[src/include/paer_pkg.sv]
// package: register map, field layout and types of the error logging bank
package paer_pkg;

  // ************************************************
  // register byte offsets
  // ************************************************
  localparam logic [11:0] PAER_OFF_CAPS = 12'h118;
  localparam logic [11:0] PAER_OFF_HDR0 = 12'h11C;
  localparam logic [11:0] PAER_OFF_HDR1 = 12'h120;
  localparam logic [11:0] PAER_OFF_HDR2 = 12'h124;
  localparam logic [11:0] PAER_OFF_HDR3 = 12'h128;
  localparam logic [11:0] PAER_OFF_ENAB = 12'h12C;
  localparam logic [11:0] PAER_OFF_FLAG = 12'h130;
  localparam logic [11:0] PAER_OFF_UNCS = 12'h140;
  localparam logic [11:0] PAER_OFF_CTRL = 12'h144;
  localparam logic [11:0] PAER_OFF_ISTS = 12'h148;
  localparam logic [11:0] PAER_OFF_IMSK = 12'h14C;

  // ************************************************
  // field layout and reset values
  // ************************************************
  localparam int PAER_PTR_W = 5;
  localparam int PAER_UNC_W = 32;
  localparam int PAER_ENAB_W = 3;
  localparam int PAER_FLAG_W = 7;
  localparam int PAER_ISTS_W = 4;
  localparam int PAER_HDR_WORDS = 4;
  localparam int PAER_BYTES = 16;
  localparam int PAER_ENAB_FATAL = 2;
  localparam int PAER_ENAB_NONFATAL = 1;
  localparam int PAER_ENAB_CORR = 0;
  localparam int PAER_FLAG_FATAL = 6;
  localparam int PAER_FLAG_NONFATAL = 5;
  localparam int PAER_FLAG_FIRST_FATAL = 4;
  localparam int PAER_FLAG_MULT_UNC = 3;
  localparam int PAER_FLAG_FIRST_UNC = 2;
  localparam int PAER_FLAG_MULT_COR = 1;
  localparam int PAER_FLAG_FIRST_COR = 0;
  localparam int PAER_CTRL_SERR_DIS = 0;
  localparam int PAER_ISTS_HDR = 3;
  localparam logic [31:0] PAER_ZERO32 = 32'h0000_0000;
  localparam logic [PAER_PTR_W-1:0] PAER_PTR_RST = 5'h00;
  localparam logic [31:0] PAER_SLVERR_NONE = 32'h0000_0000;

  // ************************************************
  // types
  // ************************************************
  typedef logic [PAER_BYTES*8-1:0] paer_hdr_t;

  // one uncorrectable error report from the link logic
  typedef struct packed {
    logic [PAER_UNC_W-1:0] bits;
    logic [PAER_UNC_W-1:0] severity;
    logic save_hdr;
    logic four_dw;
    paer_hdr_t hdr;
  } paer_unc_s;

  // one received error message
  typedef struct packed {
    logic correctable;
    logic nonfatal;
    logic fatal;
    logic [15:0] requester;
  } paer_msg_s;

  typedef enum logic [1:0] {
    PAER_LOG_ARMED = 2'b00,
    PAER_LOG_HELD = 2'b01
  } paer_log_e;

endpackage

[src/hw/paer_bank.sv]
// design: error logging registers of a root port behind an apb slave
//
// How it works
// - pointer frozen until unmasked errors cleared, except for a higher severity overwrite
// - end-to-end crc bits read zero, read-only
// - five-bit pointer gives first error position
// - higher severity later error overwrites pointer
// - simultaneous errors load lowest bit position
// - logs and enables survive system reset
// - first error captures three dwords, four if four_dw set, if it saves header
// - new capture only after unmasked status cleared
// - header byte 0 in top lane
// - dwords 1..3 hold bytes 4..15 likewise
// - three-dword header leaves fourth dword untouched
// - bit 2 enables fatal interrupt
// - bit 1 enables nonfatal interrupt
// - bit 0 enables correctable interrupt
// - system error from messages separately disabled
// - received message sets first flag, logs requester
module paer_bank
  import paer_pkg::*;
(
  // apb slave
  input wire logic pclk,
  input wire logic presetn,
  input wire logic psel,
  input wire logic penable,
  input wire logic pwrite,
  input wire logic [11:0] paddr,
  input wire logic [31:0] pwdata,
  output logic [31:0] prdata,
  output logic pready,
  output logic pslverr,
  // power-up reset, clears sticky state
  input wire logic pwr_rstn,
  // error sources
  input wire paer_unc_s unc_in,
  input wire logic [PAER_UNC_W-1:0] unc_mask,
  input wire paer_msg_s msg_in,
  // outputs
  output logic err_irq,
  output logic sys_err,
  output logic irq
);

  // ************************************************
  // apb decode
  // ************************************************
  wire logic acc = psel & penable;
  wire logic wr = acc & pwrite;
  wire logic rd_sel_caps = (paddr == PAER_OFF_CAPS);
  wire logic sel_hdr0 = (paddr == PAER_OFF_HDR0);
  wire logic sel_hdr1 = (paddr == PAER_OFF_HDR1);
  wire logic sel_hdr2 = (paddr == PAER_OFF_HDR2);
  wire logic sel_hdr3 = (paddr == PAER_OFF_HDR3);
  wire logic sel_enab = (paddr == PAER_OFF_ENAB);
  wire logic sel_flag = (paddr == PAER_OFF_FLAG);
  wire logic sel_uncs = (paddr == PAER_OFF_UNCS);
  wire logic sel_ctrl = (paddr == PAER_OFF_CTRL);
  wire logic sel_ists = (paddr == PAER_OFF_ISTS);
  wire logic sel_imsk = (paddr == PAER_OFF_IMSK);
  wire logic mapped = rd_sel_caps | sel_hdr0 | sel_hdr1 | sel_hdr2 | sel_hdr3 | sel_enab
    | sel_flag | sel_uncs | sel_ctrl | sel_ists | sel_imsk;

  // ************************************************
  // state
  // ************************************************
  logic [PAER_PTR_W-1:0] ptr_reg, ptr_next;
  logic [PAER_UNC_W-1:0] uncs_reg, uncs_next;
  logic [PAER_UNC_W-1:0] fsev_reg, fsev_next;
  logic [31:0] hdr_reg [PAER_HDR_WORDS];
  paer_log_e log_reg, log_next;
  logic [PAER_ENAB_W-1:0] enab_reg;
  logic [PAER_FLAG_W-1:0] flag_reg, flag_next;
  logic [15:0] srcid_reg;
  logic ctrl_reg;
  logic [PAER_ISTS_W-1:0] ists_reg, imsk_reg;
  logic [PAER_ISTS_W-1:0] ists_set;

  // ************************************************
  // first error pointer and header capture
  // ************************************************
  wire logic [PAER_UNC_W-1:0] new_err = unc_in.bits & ~unc_mask;
  wire logic [PAER_UNC_W-1:0] sev_err = new_err & unc_in.severity;
  wire logic unc_clr = wr & sel_uncs;
  wire logic [PAER_UNC_W-1:0] uncs_kept = unc_clr ? (uncs_reg & ~pwdata) : uncs_reg;
  wire logic all_clear = ((uncs_kept & ~unc_mask) == PAER_ZERO32);
  wire logic any_new = |new_err;
  wire logic log_free = (log_reg == PAER_LOG_ARMED);
  wire logic higher_sev = (|sev_err) & ~(|fsev_reg);

  // lowest set bit among a group
  function automatic logic [PAER_PTR_W-1:0] lowest(input logic [PAER_UNC_W-1:0] v);
    logic [PAER_PTR_W-1:0] r;
    r = PAER_PTR_RST;
    for (int i = PAER_UNC_W - 1; i >= 0; i--) begin
      if (v[i]) begin
        r = PAER_PTR_W'(i);
      end
    end
    return r;
  endfunction

  always_comb begin
    ptr_next = ptr_reg;
    fsev_next = fsev_reg;
    log_next = log_reg;
    uncs_next = uncs_kept | new_err;
    if (log_free && any_new) begin
      ptr_next = lowest(new_err);
      fsev_next = sev_err;
      log_next = PAER_LOG_HELD;
    end else if (!log_free && higher_sev) begin
      ptr_next = lowest(sev_err);
      fsev_next = sev_err;
    end else if (!log_free && all_clear && !any_new) begin
      log_next = PAER_LOG_ARMED;
      fsev_next = PAER_ZERO32;
    end
    case (log_reg)
      PAER_LOG_ARMED: ;
      PAER_LOG_HELD: ;
      default: log_next = PAER_LOG_ARMED;
    endcase
  end

  wire logic cap = log_free & any_new & unc_in.save_hdr;

  // byte 0 goes to the top lane of dword 0
  genvar g;
  generate
    for (g = 0; g < PAER_HDR_WORDS; g++) begin : g_hdr
      wire logic we = cap & ((g < PAER_HDR_WORDS - 1) | unc_in.four_dw);
      always_ff @(posedge pclk or negedge pwr_rstn) begin
        if (!pwr_rstn) begin
          hdr_reg[g] <= PAER_ZERO32;
        end else if (we) begin
          hdr_reg[g] <= unc_in.hdr[PAER_BYTES*8-1-32*g -: 32];
        end
      end
    end
  endgenerate

  always_ff @(posedge pclk or negedge pwr_rstn) begin
    if (!pwr_rstn) begin
      ptr_reg <= PAER_PTR_RST;
      uncs_reg <= PAER_ZERO32;
      fsev_reg <= PAER_ZERO32;
      log_reg <= PAER_LOG_ARMED;
    end else begin
      ptr_reg <= ptr_next;
      uncs_reg <= uncs_next;
      fsev_reg <= fsev_next;
      log_reg <= log_next;
    end
  end

  // ************************************************
  // received message flags
  // ************************************************
  wire logic msg_unc = msg_in.fatal | msg_in.nonfatal;
  wire logic flag_clr = wr & sel_flag;
  wire logic [PAER_FLAG_W-1:0] flag_kept = flag_clr ? (flag_reg & ~pwdata[PAER_FLAG_W-1:0]) : flag_reg;

  always_comb begin
    flag_next = flag_kept;
    if (msg_in.fatal) begin
      flag_next[PAER_FLAG_FATAL] = 1'b1;
    end
    if (msg_in.nonfatal) begin
      flag_next[PAER_FLAG_NONFATAL] = 1'b1;
    end
    if (msg_unc) begin
      if (flag_reg[PAER_FLAG_FIRST_UNC]) begin
        flag_next[PAER_FLAG_MULT_UNC] = 1'b1;
      end else begin
        flag_next[PAER_FLAG_FIRST_UNC] = 1'b1;
        flag_next[PAER_FLAG_FIRST_FATAL] = msg_in.fatal;
      end
    end
    if (msg_in.correctable) begin
      if (flag_reg[PAER_FLAG_FIRST_COR]) begin
        flag_next[PAER_FLAG_MULT_COR] = 1'b1;
      end else begin
        flag_next[PAER_FLAG_FIRST_COR] = 1'b1;
      end
    end
  end

  wire logic first_new = (msg_unc & ~flag_reg[PAER_FLAG_FIRST_UNC])
    | (msg_in.correctable & ~flag_reg[PAER_FLAG_FIRST_COR]);

  always_ff @(posedge pclk or negedge pwr_rstn) begin
    if (!pwr_rstn) begin
      flag_reg <= '0;
      srcid_reg <= '0;
      enab_reg <= '0;
      ctrl_reg <= 1'b0;
    end else begin
      flag_reg <= flag_next;
      if (first_new) begin
        srcid_reg <= msg_in.requester;
      end
      if (wr && sel_enab) begin
        enab_reg <= pwdata[PAER_ENAB_W-1:0];
      end
      if (wr && sel_ctrl) begin
        ctrl_reg <= pwdata[PAER_CTRL_SERR_DIS];
      end
    end
  end

  // ************************************************
  // error interrupt and system error
  // ************************************************
  wire logic fat_req = enab_reg[PAER_ENAB_FATAL] & flag_reg[PAER_FLAG_FATAL];
  wire logic nf_req = enab_reg[PAER_ENAB_NONFATAL] & flag_reg[PAER_FLAG_NONFATAL];
  wire logic cor_req = enab_reg[PAER_ENAB_CORR] & flag_reg[PAER_FLAG_FIRST_COR];
  wire logic any_msg_flag = flag_reg[PAER_FLAG_FATAL] | flag_reg[PAER_FLAG_NONFATAL]
    | flag_reg[PAER_FLAG_FIRST_COR];

  always_ff @(posedge pclk or negedge presetn) begin
    if (!presetn) begin
      err_irq <= 1'b0;
      sys_err <= 1'b0;
    end else begin
      err_irq <= fat_req | nf_req | cor_req;
      sys_err <= any_msg_flag & ~ctrl_reg;
    end
  end

  // ************************************************
  // block interrupt status and mask
  // ************************************************
  assign ists_set = {cap, msg_in.fatal, msg_in.nonfatal, msg_in.correctable};
  wire logic ists_clr = wr & sel_ists;
  wire logic [PAER_ISTS_W-1:0] ists_kept = ists_clr ? (ists_reg & ~pwdata[PAER_ISTS_W-1:0]) : ists_reg;

  always_ff @(posedge pclk or negedge presetn) begin
    if (!presetn) begin
      ists_reg <= '0;
      imsk_reg <= '0;
    end else begin
      ists_reg <= ists_kept | ists_set;
      if (wr && sel_imsk) begin
        imsk_reg <= pwdata[PAER_ISTS_W-1:0];
      end
    end
  end

  assign irq = |(ists_reg & imsk_reg);

  // ************************************************
  // read mux
  // ************************************************
  logic [31:0] rdata;
  always_comb begin
    rdata = PAER_ZERO32;
    if (rd_sel_caps) begin
      rdata = {27'h0000000, ptr_reg};
    end else if (sel_hdr0) begin
      rdata = hdr_reg[0];
    end else if (sel_hdr1) begin
      rdata = hdr_reg[1];
    end else if (sel_hdr2) begin
      rdata = hdr_reg[2];
    end else if (sel_hdr3) begin
      rdata = hdr_reg[3];
    end else if (sel_enab) begin
      rdata = {29'h00000000, enab_reg};
    end else if (sel_flag) begin
      rdata = {9'h000, srcid_reg, 7'h00} | {25'h0000000, flag_reg};
    end else if (sel_uncs) begin
      rdata = uncs_reg;
    end else if (sel_ctrl) begin
      rdata = {31'h00000000, ctrl_reg};
    end else if (sel_ists) begin
      rdata = {28'h0000000, ists_reg};
    end else if (sel_imsk) begin
      rdata = {28'h0000000, imsk_reg};
    end
  end

  always_ff @(posedge pclk or negedge presetn) begin
    if (!presetn) begin
      prdata <= PAER_ZERO32;
    end else if (psel && !penable && !pwrite) begin
      prdata <= rdata;
    end
  end

  assign pready = 1'b1;
  assign pslverr = acc & ~mapped;

endmodule

[config.mk]
export PLATFORM = sky130hd
export DESIGN_NAME = paer_bank
export DESIGN_NICKNAME = d
export VERILOG_FILES = /design/src/include/paer_pkg.sv /design/src/hw/paer_bank.sv
export SDC_FILE = /design/constraint.sdc
export NUM_CORES = 1
export LEC_CHECK = 0
export ABC_AREA = 1
export BUFFER_PORTS_ARGS = -buffer_cell sky130_fd_sc_hd__clkbuf_2
export CAP_MARGIN = 30
export CORE_AREA = 2 2 189 144
export CTS_BUF_LIST = sky130_fd_sc_hd__clkbuf_4 sky130_fd_sc_hd__clkbuf_8
export CTS_CLUSTER_SIZE = 25
export DETAILED_ROUTE_END_ITERATION = 7
export DIE_AREA = 0 0 191 146
export PLACE_DENSITY = 0.75
export SLEW_MARGIN = 20
export SYNTH_ARGS = -nofsm -noshare
export SYNTH_HDL_FRONTEND = slang
export SYNTH_SLANG_ARGS = --single-unit
[constraint.sdc]
create_clock -name pclk -period 2.8 [get_ports pclk]
set_input_delay 0.14 -clock pclk [delete_from_list [all_inputs] [get_ports pclk]]
set_output_delay 0.14 -clock pclk [all_outputs]
set_load 0.01 [all_outputs]
==> results of run 1 <==
worst min-delay path: stages:
cell      delay, ns
clkbuf_2       0.10
a21boi_1       0.19
or2_2          0.14
final cells by class:
type,count,area [um^2],share of cell area [%]
inverters,172,649,3.48
multi-input cells,946,5370,28.8
well taps,344,430,2.31
repair buffers,625,4630,24.8
flip-flops and latches,267,6680,35.8
clock buffers,63,786,4.21
diodes,5,12.5,0.0671
clock inverters,9,104,0.557
per-layer routing:
| layer | GRT usage (%) | routed length [um] | up-vias |
|---|---|---|---|
| li1 | - | - | 6039 |
| met1 | 47.8 | 20100 | 6514 |
| met2 | 56.9 | 22900 | 891 |
| met3 | 8.17 | 5080 | 217 |
| met4 | 20.5 | 3090 | 0 |
| met5 | 0 | 0 | - |
cell usage after synthesis (3+ instances only):
library cell / count / share of area (%)
a21boi_0: 7 / 0.41
a21boi_1: 9 / 0.53
a21o_1: 12 / 0.70
a21oi_1: 35 / 1.4
a221oi_1: 27 / 1.8
a31oi_1: 10 / 0.49
a41oi_1: 9 / 0.61
buf_6: 4 / 0.35
clkbuf_1: 41 / 1.2
dfrtp_1: 267 / 52
inv_1: 167 / 4.9
mux2_2: 111 / 9.7
nand2_1: 320 / 9.3
nand2_2: 3 / 0.15
nand3_1: 47 / 1.8
nand4_1: 7 / 0.34
nor2_1: 103 / 3.0
nor3_1: 14 / 0.54
nor4_1: 10 / 0.49
o2111ai_1: 11 / 0.75
o211ai_1: 4 / 0.23
o21ai_0: 127 / 4.9
o21ai_1: 30 / 1.2
o22ai_1: 15 / 0.73
or2_2: 16 / 0.78
report_power, final:
| group | switching (mW) | internal [mW] |
|---|---|---|
| registers | 0.182 | 4.17 |
| logic | 0.833 | 0.709 |
| clock network | 1.66 | 1.98 |
repair_timing:
action,4_1_cts,5_1_grt
hold endpoints to repair,329,0
resized for setup,0,11
endpoints found under the setup margin,0,12
hold buffers,260,0
path summary, 6_finish.rpt:
check	startpoint	slack (ns)	cells after the start	endpoint
worst max register to register	fsev_reg[29]$_DFFE_PN0P_	0.19	9	fsev_reg[2]$_DFFE_PN0P_
worst min register to register	prdata[22]$_DFFE_PN0P_	0.48	1	prdata[22]$_DFFE_PN0P_
worst max-delay path	unc_mask[31]	0.18	18	fsev_reg[2]$_DFFE_PN0P_
min in group asynchronous	pwr_rstn	0.16	2	fsev_reg[2]$_DFFE_PN0P_
worst min-delay path	pwdata[10]	0.03	3	uncs_reg[10]$_DFF_PN0_
max in group asynchronous	presetn	1.80	3	prdata[18]$_DFFE_PN0P_
stage by stage:
| step | utilization, % | instances | worst slack (ns) |
|---|---|---|---|
| finish | 72.2 | 2431 | 0.178 |
| global route | 72.2 | 2430 | 0.00118 |
| CTS | 71.9 | 2424 | 0.178 |
| detailed placement | 58.4 | 2092 | -0.0938 |
| global placement | 58.4 | 2092 | 0.0434 |
| floorplan | - | 1434 | 0.487 |
cell families after synthesis:
family	Yosys count
compound gates	308
buf+inv	221
flops	267
mux	111
other cells	1
simple gates	526
placed cells by master, fill, tap and decap left out, types with 11 or more instances in the layout:
| master | instances |
|---|---|
| nand2_1 | 316 |
| or2_2 | 16 |
| inv_1 | 165 |
| buf_4 | 27 |
| clkbuf_4 | 13 |
| nand3_1 | 47 |
| a21o_1 | 12 |
| mux2_2 | 111 |
| dlygate4sd3_1 | 260 |
| o21ai_0 | 127 |
| o2111ai_1 | 11 |
| nor2_1 | 96 |
| nor3_1 | 14 |
| a221oi_1 | 27 |
| clkbuf_8 | 50 |
| dfrtp_1 | 267 |
| clkbuf_2 | 329 |
| a21oi_1 | 34 |
| o22ai_1 | 15 |
| o21ai_1 | 30 |
==> results.yml, run 1 <==
global_routing:
  gr-total-overflow: 0
  grtUsageTotal_pct: 36.7
  grt_pass1_wl_mm: 78.0
  grt_max_degree: 81
  antenna_found_initial: 5
  grt_pass1_vias: 14100
place:
  place_congestion: 1.01
  port-buffer-count: 330
  place_area_mm2: 0.0151
  post-dp-hpwl_mm: 33.9
power_and_ir_drop:
  p_leak_nw: 9.38
  power_density_mw_per_mm2: 511
  peakVddDrop_uv: 360
  power.total_mw: 9.54
cts:
  clock_sinks: 267
  path_clk_slew_ns: 0.07
  clock_latency_ns: 0.58
  root_buffer: "clkbuf_8"
  cts_buffers: 42
  htree_levels: 2
  tritoncts: "built"
  clock_path_buffers: 3
  postCtsSetupBuffers: 0
logic_synthesis:
  yosys_warnings: 0
  synth_cells: 1434
  synth_flop_cell: "dfrtp_1"
  synth_seq_cells: 267
  synth-edff-count: 0
  synth-compound-area-share_pct: 14.6
  synthAdderAreaFrac_pct: 0
  synth_top_family_by_area: "simple AND/OR/NAND/NOR gates"
  synth_nets: 1729
  synth_area_mm2: 0.0129
  synthSimpleGateAreaFrac_pct: 17.0
  synth.area.mux_share_pct: 9.71
  async_flop_share_pct: 100
  syn_area_per_cell_um2: 8.97
  synth_cell_types: 46
  yosysSeqAreaShare_pct: 51.9
  synth_xor_area_share_pct: 0
die:
  start_util_pct: 49.8
  core_area_mm2: 0.0258
  rows: 51
  dieArea_mm2: 0.0279
  die_h_um: 146
  num_io_pins: 332
  die_w_um: 191
sta:
  period_share_pct: 93.7
  drv_slew: 0
  fmax_mhz: 381
  slew_headroom_pct: 47.2
  finalClockSkew_ns: 0.0258
  grt_setup_unrepaired: "false"
  setup_viol: 0
  fin_tns_setup_ns: 0
  fin_crit_ns: 2.62
  tightest_slew_ns: 0.793
  hold_slack_ns: 0.0282
  hold_viol: 0
worst_setup_path:
  cp_num_buf_inv: 7
  worstPathRequired_ns: 3.27
  path_cells: "dlygate4sd3_1, clkbuf_2, inv_2, nand2_2, nor2_4, dlygate4sd3_1, inv_1, nand2_1, nor2_1, nand2_1, nor2_1, nand2_1, nand3_1, nand2_2, inv_4, buf_12, nand2_2, o22ai_1"
  crit_slowest_cell: "dlygate4sd3_1"
  path_max_fanout: 24
  crit_family: "buffers and inverters"
  crit_type: "input pin to flop"
  critPathMaxStageDelay_ns: 0.57
  arrival_ns: 3.09
  critical_path.endpoint_type: "flop"
  critPathLaunchType: "input pin"
cells_and_area:
  largest_reg_flops: 128
  fin_nets: 2349
  nFillCells: 1883
  fin_area_mm2: 0.0187
  drive_gt1_share_pct: 28.5
  area_delta_synth_final_pct: 45.0
route:
  ant_nets: 0
  wl_per_cell_um: 21.0
  num_vias: 13700
  wl_mm: 51.2
  via_per_inst: 5.62
  dr.pass1.iters: 7
  first_iter_violations: 1263
  drc_errors: 0
outcome:
  status: "finished clean"
flow_run:
  maxCapViolCount: 0
min_path:
  hold_class: "input pin to flop"
No activity file was read; power rests on OpenSTA's default activity.
==> run 2: changes to the inputs <==
BUFFER_PORTS_ARGS = -buffer_cell sky130_fd_sc_hd__buf_2   (was -buffer_cell sky130_fd_sc_hd__clkbuf_2)
==> results.yml, run 2 (same netlist as run 1, synthesis figures left out) <==
place:
  place_congestion: 0.969
  dp.cells: 2094
  post-dp-hpwl_mm: 33.6
  port-buffer-count: 330
worst_setup_path:
  path_max_fanout: 17
  timing.reg2reg.setup_slack_ns: 0.16
  critical_path.endpoint_type: "flop"
  path_cells: "dlygate4sd3_1, buf_2, inv_1, nand3_2, nor3_4, nand2_4, buf_4, o21ai_1, o22ai_2, a2111oi_2, nand4_1, nor2_2, nand2_4, buf_12, nand3_1, o21ai_1"
  critPathMaxStageDelay_ns: 0.53
  crit_slowest_cell: "dlygate4sd3_1"
  worstSetupPathDepth: 16
  ff2ff_path_depth: 9
  arrival_ns: 3.17
  critPathLaunchType: "input pin"
  crit_type: "input pin to flop"
  crit_family: "buffers and inverters"
  cp_num_buf_inv: 5
  worstPathRequired_ns: 3.26
power_and_ir_drop:
  seqPwrFrac_pct: 45.1
  switchingPower_mw: 2.66
  intPower_mw: 6.99
  p_leak_nw: 9.46
  power_density_mw_per_mm2: 512
  power.total_mw: 9.65
  p_sw_share_pct: 27.6
  peakVddDrop_uv: 466
  clkPwrFrac_pct: 39.1
  combPwrFrac_pct: 15.7
route:
  dr.pass1.iters: 6
  drc_errors: 0
  ant_nets: 0
  first_iter_violations: 1258
  wl_per_cell_um: 20.8
  num_vias: 13600
  wl_mm: 50.8
  via_per_inst: 5.57
  highest_layer: "met5"
  dr_wl_met3_mm: 5.04
  met1Wirelength_mm: 20.2
  route.met2.wl_mm: 23.1
cts:
  clock_path_buffers: 3
  htree_levels: 2
  clock_latency_ns: 0.59
  tritoncts: "built"
  root_buffer: "clkbuf_8"
  path_clk_slew_ns: 0.06
  cts_buffers: 43
  clock_sinks: 267
cells_and_area:
  fin_nets: 2355
  most-common-layout-cells: "buf_2, nand2_1, dfrtp_1, dlygate4sd3_1, inv_1"
  largest_reg_flops: 128
  multiInputGateArea_mm2: 0.00542
  nFillCells: 1831
  mostFrequentLayoutCell: "buf_2"
  seq_area_mm2: 0.00668
  drive_gt1_share_pct: 29.4
  area_delta_synth_final_pct: 46.3
  layout.cells.non_filler: 2443
global_routing:
  grt_pass1_vias: 13900
  grtUsageTotal_pct: 36.0
  antenna_found_initial: 7
  grt_pass1_wl_mm: 76.3
  gr-total-overflow: 0
  grt_max_degree: 101
die:
  num_io_pins: 332
  core_area_mm2: 0.0258
  dieArea_mm2: 0.0279
  die_h_um: 146
  start_util_pct: 49.8
  die_w_um: 191
  rows: 51
sta:
  slew_headroom_pct: 57.0
  fin_crit_ns: 2.71
  hold_viol: 0
  fmax_mhz: 369
  finalClockSkew_ns: 0.0470
  fin_tns_setup_ns: 0
  setup_viol: 0
  period_share_pct: 96.8
  tightest_slew_ns: 0.645
  drv_slew: 0
outcome:
  status: "finished clean"
min_path:
  hold_class: "input pin to flop"
  holdPathStages: 3
flow_run:
  maxCapViolCount: 0
## run 2: cell types whose count changed in the layout (fill, tap and decap cells not counted), moves of 3 or more
cell,previous run,this run
clkbuf_2,329,0
clkinv_2,6,0
nand2_2,6,9
buf_2,0,327
buf_4,27,33
nand2_4,2,7
clkbuf_8,50,60
nand2_1,316,309
## run 2: timing repair
action | CTS | global route
resized for setup | 0 | 25
endpoints found under the hold margin | 345 | 0
hold buffers | 260 | 0
setup endpoints to repair | 0 | 33
buffers inserted | 0 | 5
## run 2: path summary, 6_finish.rpt
| kind | from | end |
|---|---|---|
| max | paddr[4] | fsev_reg[19]$_DFFE_PN0P_ |
| min | unc_mask[31] | uncs_reg[31]$_DFF_PN0_ |
| max reg2reg | fsev_reg[31]$_DFFE_PN0P_ | fsev_reg[19]$_DFFE_PN0P_ |
| min reg2reg | prdata[22]$_DFFE_PN0P_ | prdata[22]$_DFFE_PN0P_ |
| max in group asynchronous | pwr_rstn | hdr_reg[66]$_DFFE_PN0P_ |
| min in group asynchronous | presetn | ists_reg[1]$_DFF_PN0_ |
## run 2: power groups by stage
stage | registers (mW) | logic [mW] | clock network [mW]
floorplan | 4.34 | 0.622 | 0
global placement | 4.40 | 1.15 | 0
detailed placement | 4.41 | 1.18 | 0
CTS | 4.34 | 1.45 | 3.76
global route | 4.38 | 1.66 | 3.97
finish | 4.35 | 1.52 | 3.78
## run 2: worst reg2reg max path: stages, from the launching register on
cell	delay, ns
dfrtp_1	0.42
nor4_1	0.36
nand4_1	0.38
nor4_1	0.36
nand3_1	0.15
nand2_1	0.25
inv_1	0.16
buf_12	0.20
nand3_1	0.15
o21ai_1	0.07
## run 2: layer usage
metal / track usage, % / vias to the layer above
li1: - / 6069
met1: 47.3 / 6464
met2: 55.8 / 886
met3: 8.71 / 175
met4: 17.8 / 2
met5: 0 / -
## run 2: cell type report
cell class	instances	area share (%)
clock buffers	75	4.98
diodes	6	0.0797
clock inverters	3	0.153
repair buffers	629	24.8
well taps	344	2.29
inverters	172	3.44
flip-flops and latches	267	35.5
multi-input cells	947	28.8
## run 2: through the flow
| step | worst slack (ns) | instance area, um^2 | utilization [%] | hold slack, ns |
|---|---|---|---|---|
| global placement | 0.0431 | 15100 | 58.4 | 0.167 |
| CTS | 0.0721 | 18700 | 72.3 | 0.00387 |
| floorplan | 0.487 | 12900 | - | -0.156 |
| global route | -0.0400 | 18800 | 72.9 | 0.00777 |
| detailed placement | -0.00112 | 15100 | 58.5 | 0.129 |
| finish | 0.0885 | 18800 | 72.9 | 0.0354 |
==> run 3: changes to the inputs <==
--- a/config.mk
+++ b/config.mk
@@ -8,3 +8,3 @@
 export ABC_AREA = 1
-export BUFFER_PORTS_ARGS = -buffer_cell sky130_fd_sc_hd__buf_2
+export BUFFER_PORTS_ARGS = -buffer_cell sky130_fd_sc_hd__clkbuf_2
 export CAP_MARGIN = 30
==> constraint.sdc (replaced) <==
create_clock -name pclk -period 2.8 [get_ports pclk]
set_input_delay 0.28 -clock pclk [delete_from_list [all_inputs] [get_ports pclk]]
set_output_delay 0.28 -clock pclk [all_outputs]
set_load 0.01 [all_outputs]
==> results.yml, run 3 (same netlist as run 1, synthesis figures left out) <==
outcome:
  status: "finished clean"
worst_setup_path:
  critPathMaxStageDelay_ns: 0.49
  arrival_ns: 3.19
  worstPathRequired_ns: 3.23
  path_max_fanout: 11
  crit_path_start: "fsev_reg[29]$_DFFE_PN0P_"
  timing.reg2reg.setup_slack_ns: 0.04
  crit_type: "flop to flop"
  ff2ff_path_depth: 9
  crit_family: "simple AND/OR/NAND/NOR gates"
  critPathLaunchType: "flop"
  cp_num_buf_inv: 2
  r2r-end: "ptr_reg[0]$_DFFE_PN0P_"
  path_cells: "nor4_1, nand4_1, nor4_1, nand3_1, nand2_1, inv_1, buf_4, a21oi_1, a21oi_1"
  regToRegStartpoint: "fsev_reg[29]$_DFFE_PN0P_"
  crit_slowest_cell: "nor4_1"
  critical_path.endpoint_type: "flop"
die:
  core_area_mm2: 0.0258
  start_util_pct: 49.8
  die_w_um: 191
  rows: 51
  num_io_pins: 332
  dieArea_mm2: 0.0279
  die_h_um: 146
sta:
  fin_tns_setup_ns: 0
  period_share_pct: 98.6
  fmax_mhz: 362
  setup_slack_ns: 0.0401
  grt_setup_unrepaired: "false"
  drv_slew: 0
  tightest_slew_ns: 0.667
  finalClockSkew_ns: 0.0213
  slew_headroom_pct: 55.5
  hold_viol: 0
  setup_viol: 0
  fin_crit_ns: 2.76
global_routing:
  grt_pass1_wl_mm: 72.3
  antenna_found_initial: 1
  gr-total-overflow: 0
  grtUsageTotal_pct: 34.0
  grt_max_degree: 82
  grt_pass1_vias: 13200
flow_run:
  maxCapViolCount: 0
cts:
  htree_levels: 2
  cts_buffers: 42
  tritoncts: "built"
  root_buffer: "clkbuf_8"
  clock_sinks: 267
  clock_path_buffers: 3
  path_clk_slew_ns: 0.06
  clock_latency_ns: 0.56
  postCtsSetupBuffers: 0
power_and_ir_drop:
  p_leak_nw: 9.17
  peakVddDrop_uv: 387
  power_density_mw_per_mm2: 529
cells_and_area:
  fin_area_mm2: 0.0178
  multiInputGateArea_mm2: 0.00534
  most-common-layout-cells: "clkbuf_2, nand2_1, dfrtp_1, inv_1, dlygate4sd3_1"
  fin_nets: 2270
  mostFrequentLayoutCell: "clkbuf_2"
  largest_reg_flops: 128
  nFillCells: 2045
  seq_area_mm2: 0.00668
  drive_gt1_share_pct: 30.5
  layout.cells.non_filler: 2354
  area_delta_synth_final_pct: 38.4
place:
  post-dp-hpwl_mm: 33.4
  place_congestion: 1.01
  pre_cts_ws_ns: -0.129
  dp.cells: 2113
  port-buffer-count: 330
  place_area_mm2: 0.0152
route:
  ant_nets: 0
  via_per_inst: 5.52
  wl_mm: 47.0
  first_iter_violations: 1163
  num_vias: 13000
  dr.pass1.iters: 6
  wl_per_cell_um: 20.0
  drc_errors: 0
min_path:
  holdPathStages: 3
  hold_class: "input pin to flop"
  hold_end: "uncs_reg[6]$_DFF_PN0_"
  min_from: "unc_in[168]"
[run 3: area by class of cell]
class                           count  area share, %
Multi-Input combinational cell    946           30.0
Timing Repair Buffer              546           21.2
Clock inverter                     11          0.492
Tap cell                          344           2.42
Sequential cell                   267           37.5
Clock buffer                       67           4.76
Inverter                          172           3.63
Antenna cell                        1         0.0141
[run 3: timing repair]
action                                 CTS  global route
resized for setup                        0             0
hold buffers                           160             0
endpoints found under the hold margin  279             0
[run 3: tightest hold or removal path, stage by stage]
cell and delay (ns):
clkbuf_2 0.09, nand2_1 0.10, nand2_1 0.08
[run 3: report_power, final]
part | leakage, nW | total [mW] | internal (mW) | switching (mW)
clock network | 0.505 | 3.66 | 2.03 | 1.63
registers | 3.28 | 4.35 | 4.17 | 0.177
logic | 5.39 | 1.42 | 0.634 | 0.781
total | 9.17 | 9.42 | 6.84 | 2.59
[run 3: routing by layer]
layer | up-vias | global-route usage [%] | share of wire, %
li1 | 5890 | - | -
met4 | 0 | 14.6 | 4.2
met2 | 744 | 53.9 | 46
met3 | 141 | 6.87 | 9.0
met1 | 6220 | 45.4 | 40
met5 | - | 0 | 0
[run 3: per-stage QoR]
stage               util, %  power, mW  hold slack (ns)
finish                 68.9       9.42           0.0284
global route           68.9       9.81          0.00378
CTS                    68.8       9.40          0.00129
detailed placement     59.0       5.60            0.330
global placement       58.9       5.56            0.324
floorplan                 -       4.96          -0.0156
[run 3: worst max-delay path by stage]
stage	to	slack [ns]	cells past startpoint
after floorplan	fsev_reg[18]$_DFFE_PN0P_	0.35	17
after global placement	fsev_reg[16]$_DFFE_PN0P_	-0.03	16
after detailed placement	fsev_reg[17]$_DFFE_PN0P_	-0.13	16
after CTS	ptr_reg[0]$_DFFE_PN0P_	0.24	9
after global routing	ptr_reg[0]$_DFFE_PN0P_	0.007	35
final	ptr_reg[0]$_DFFE_PN0P_	0.04	9
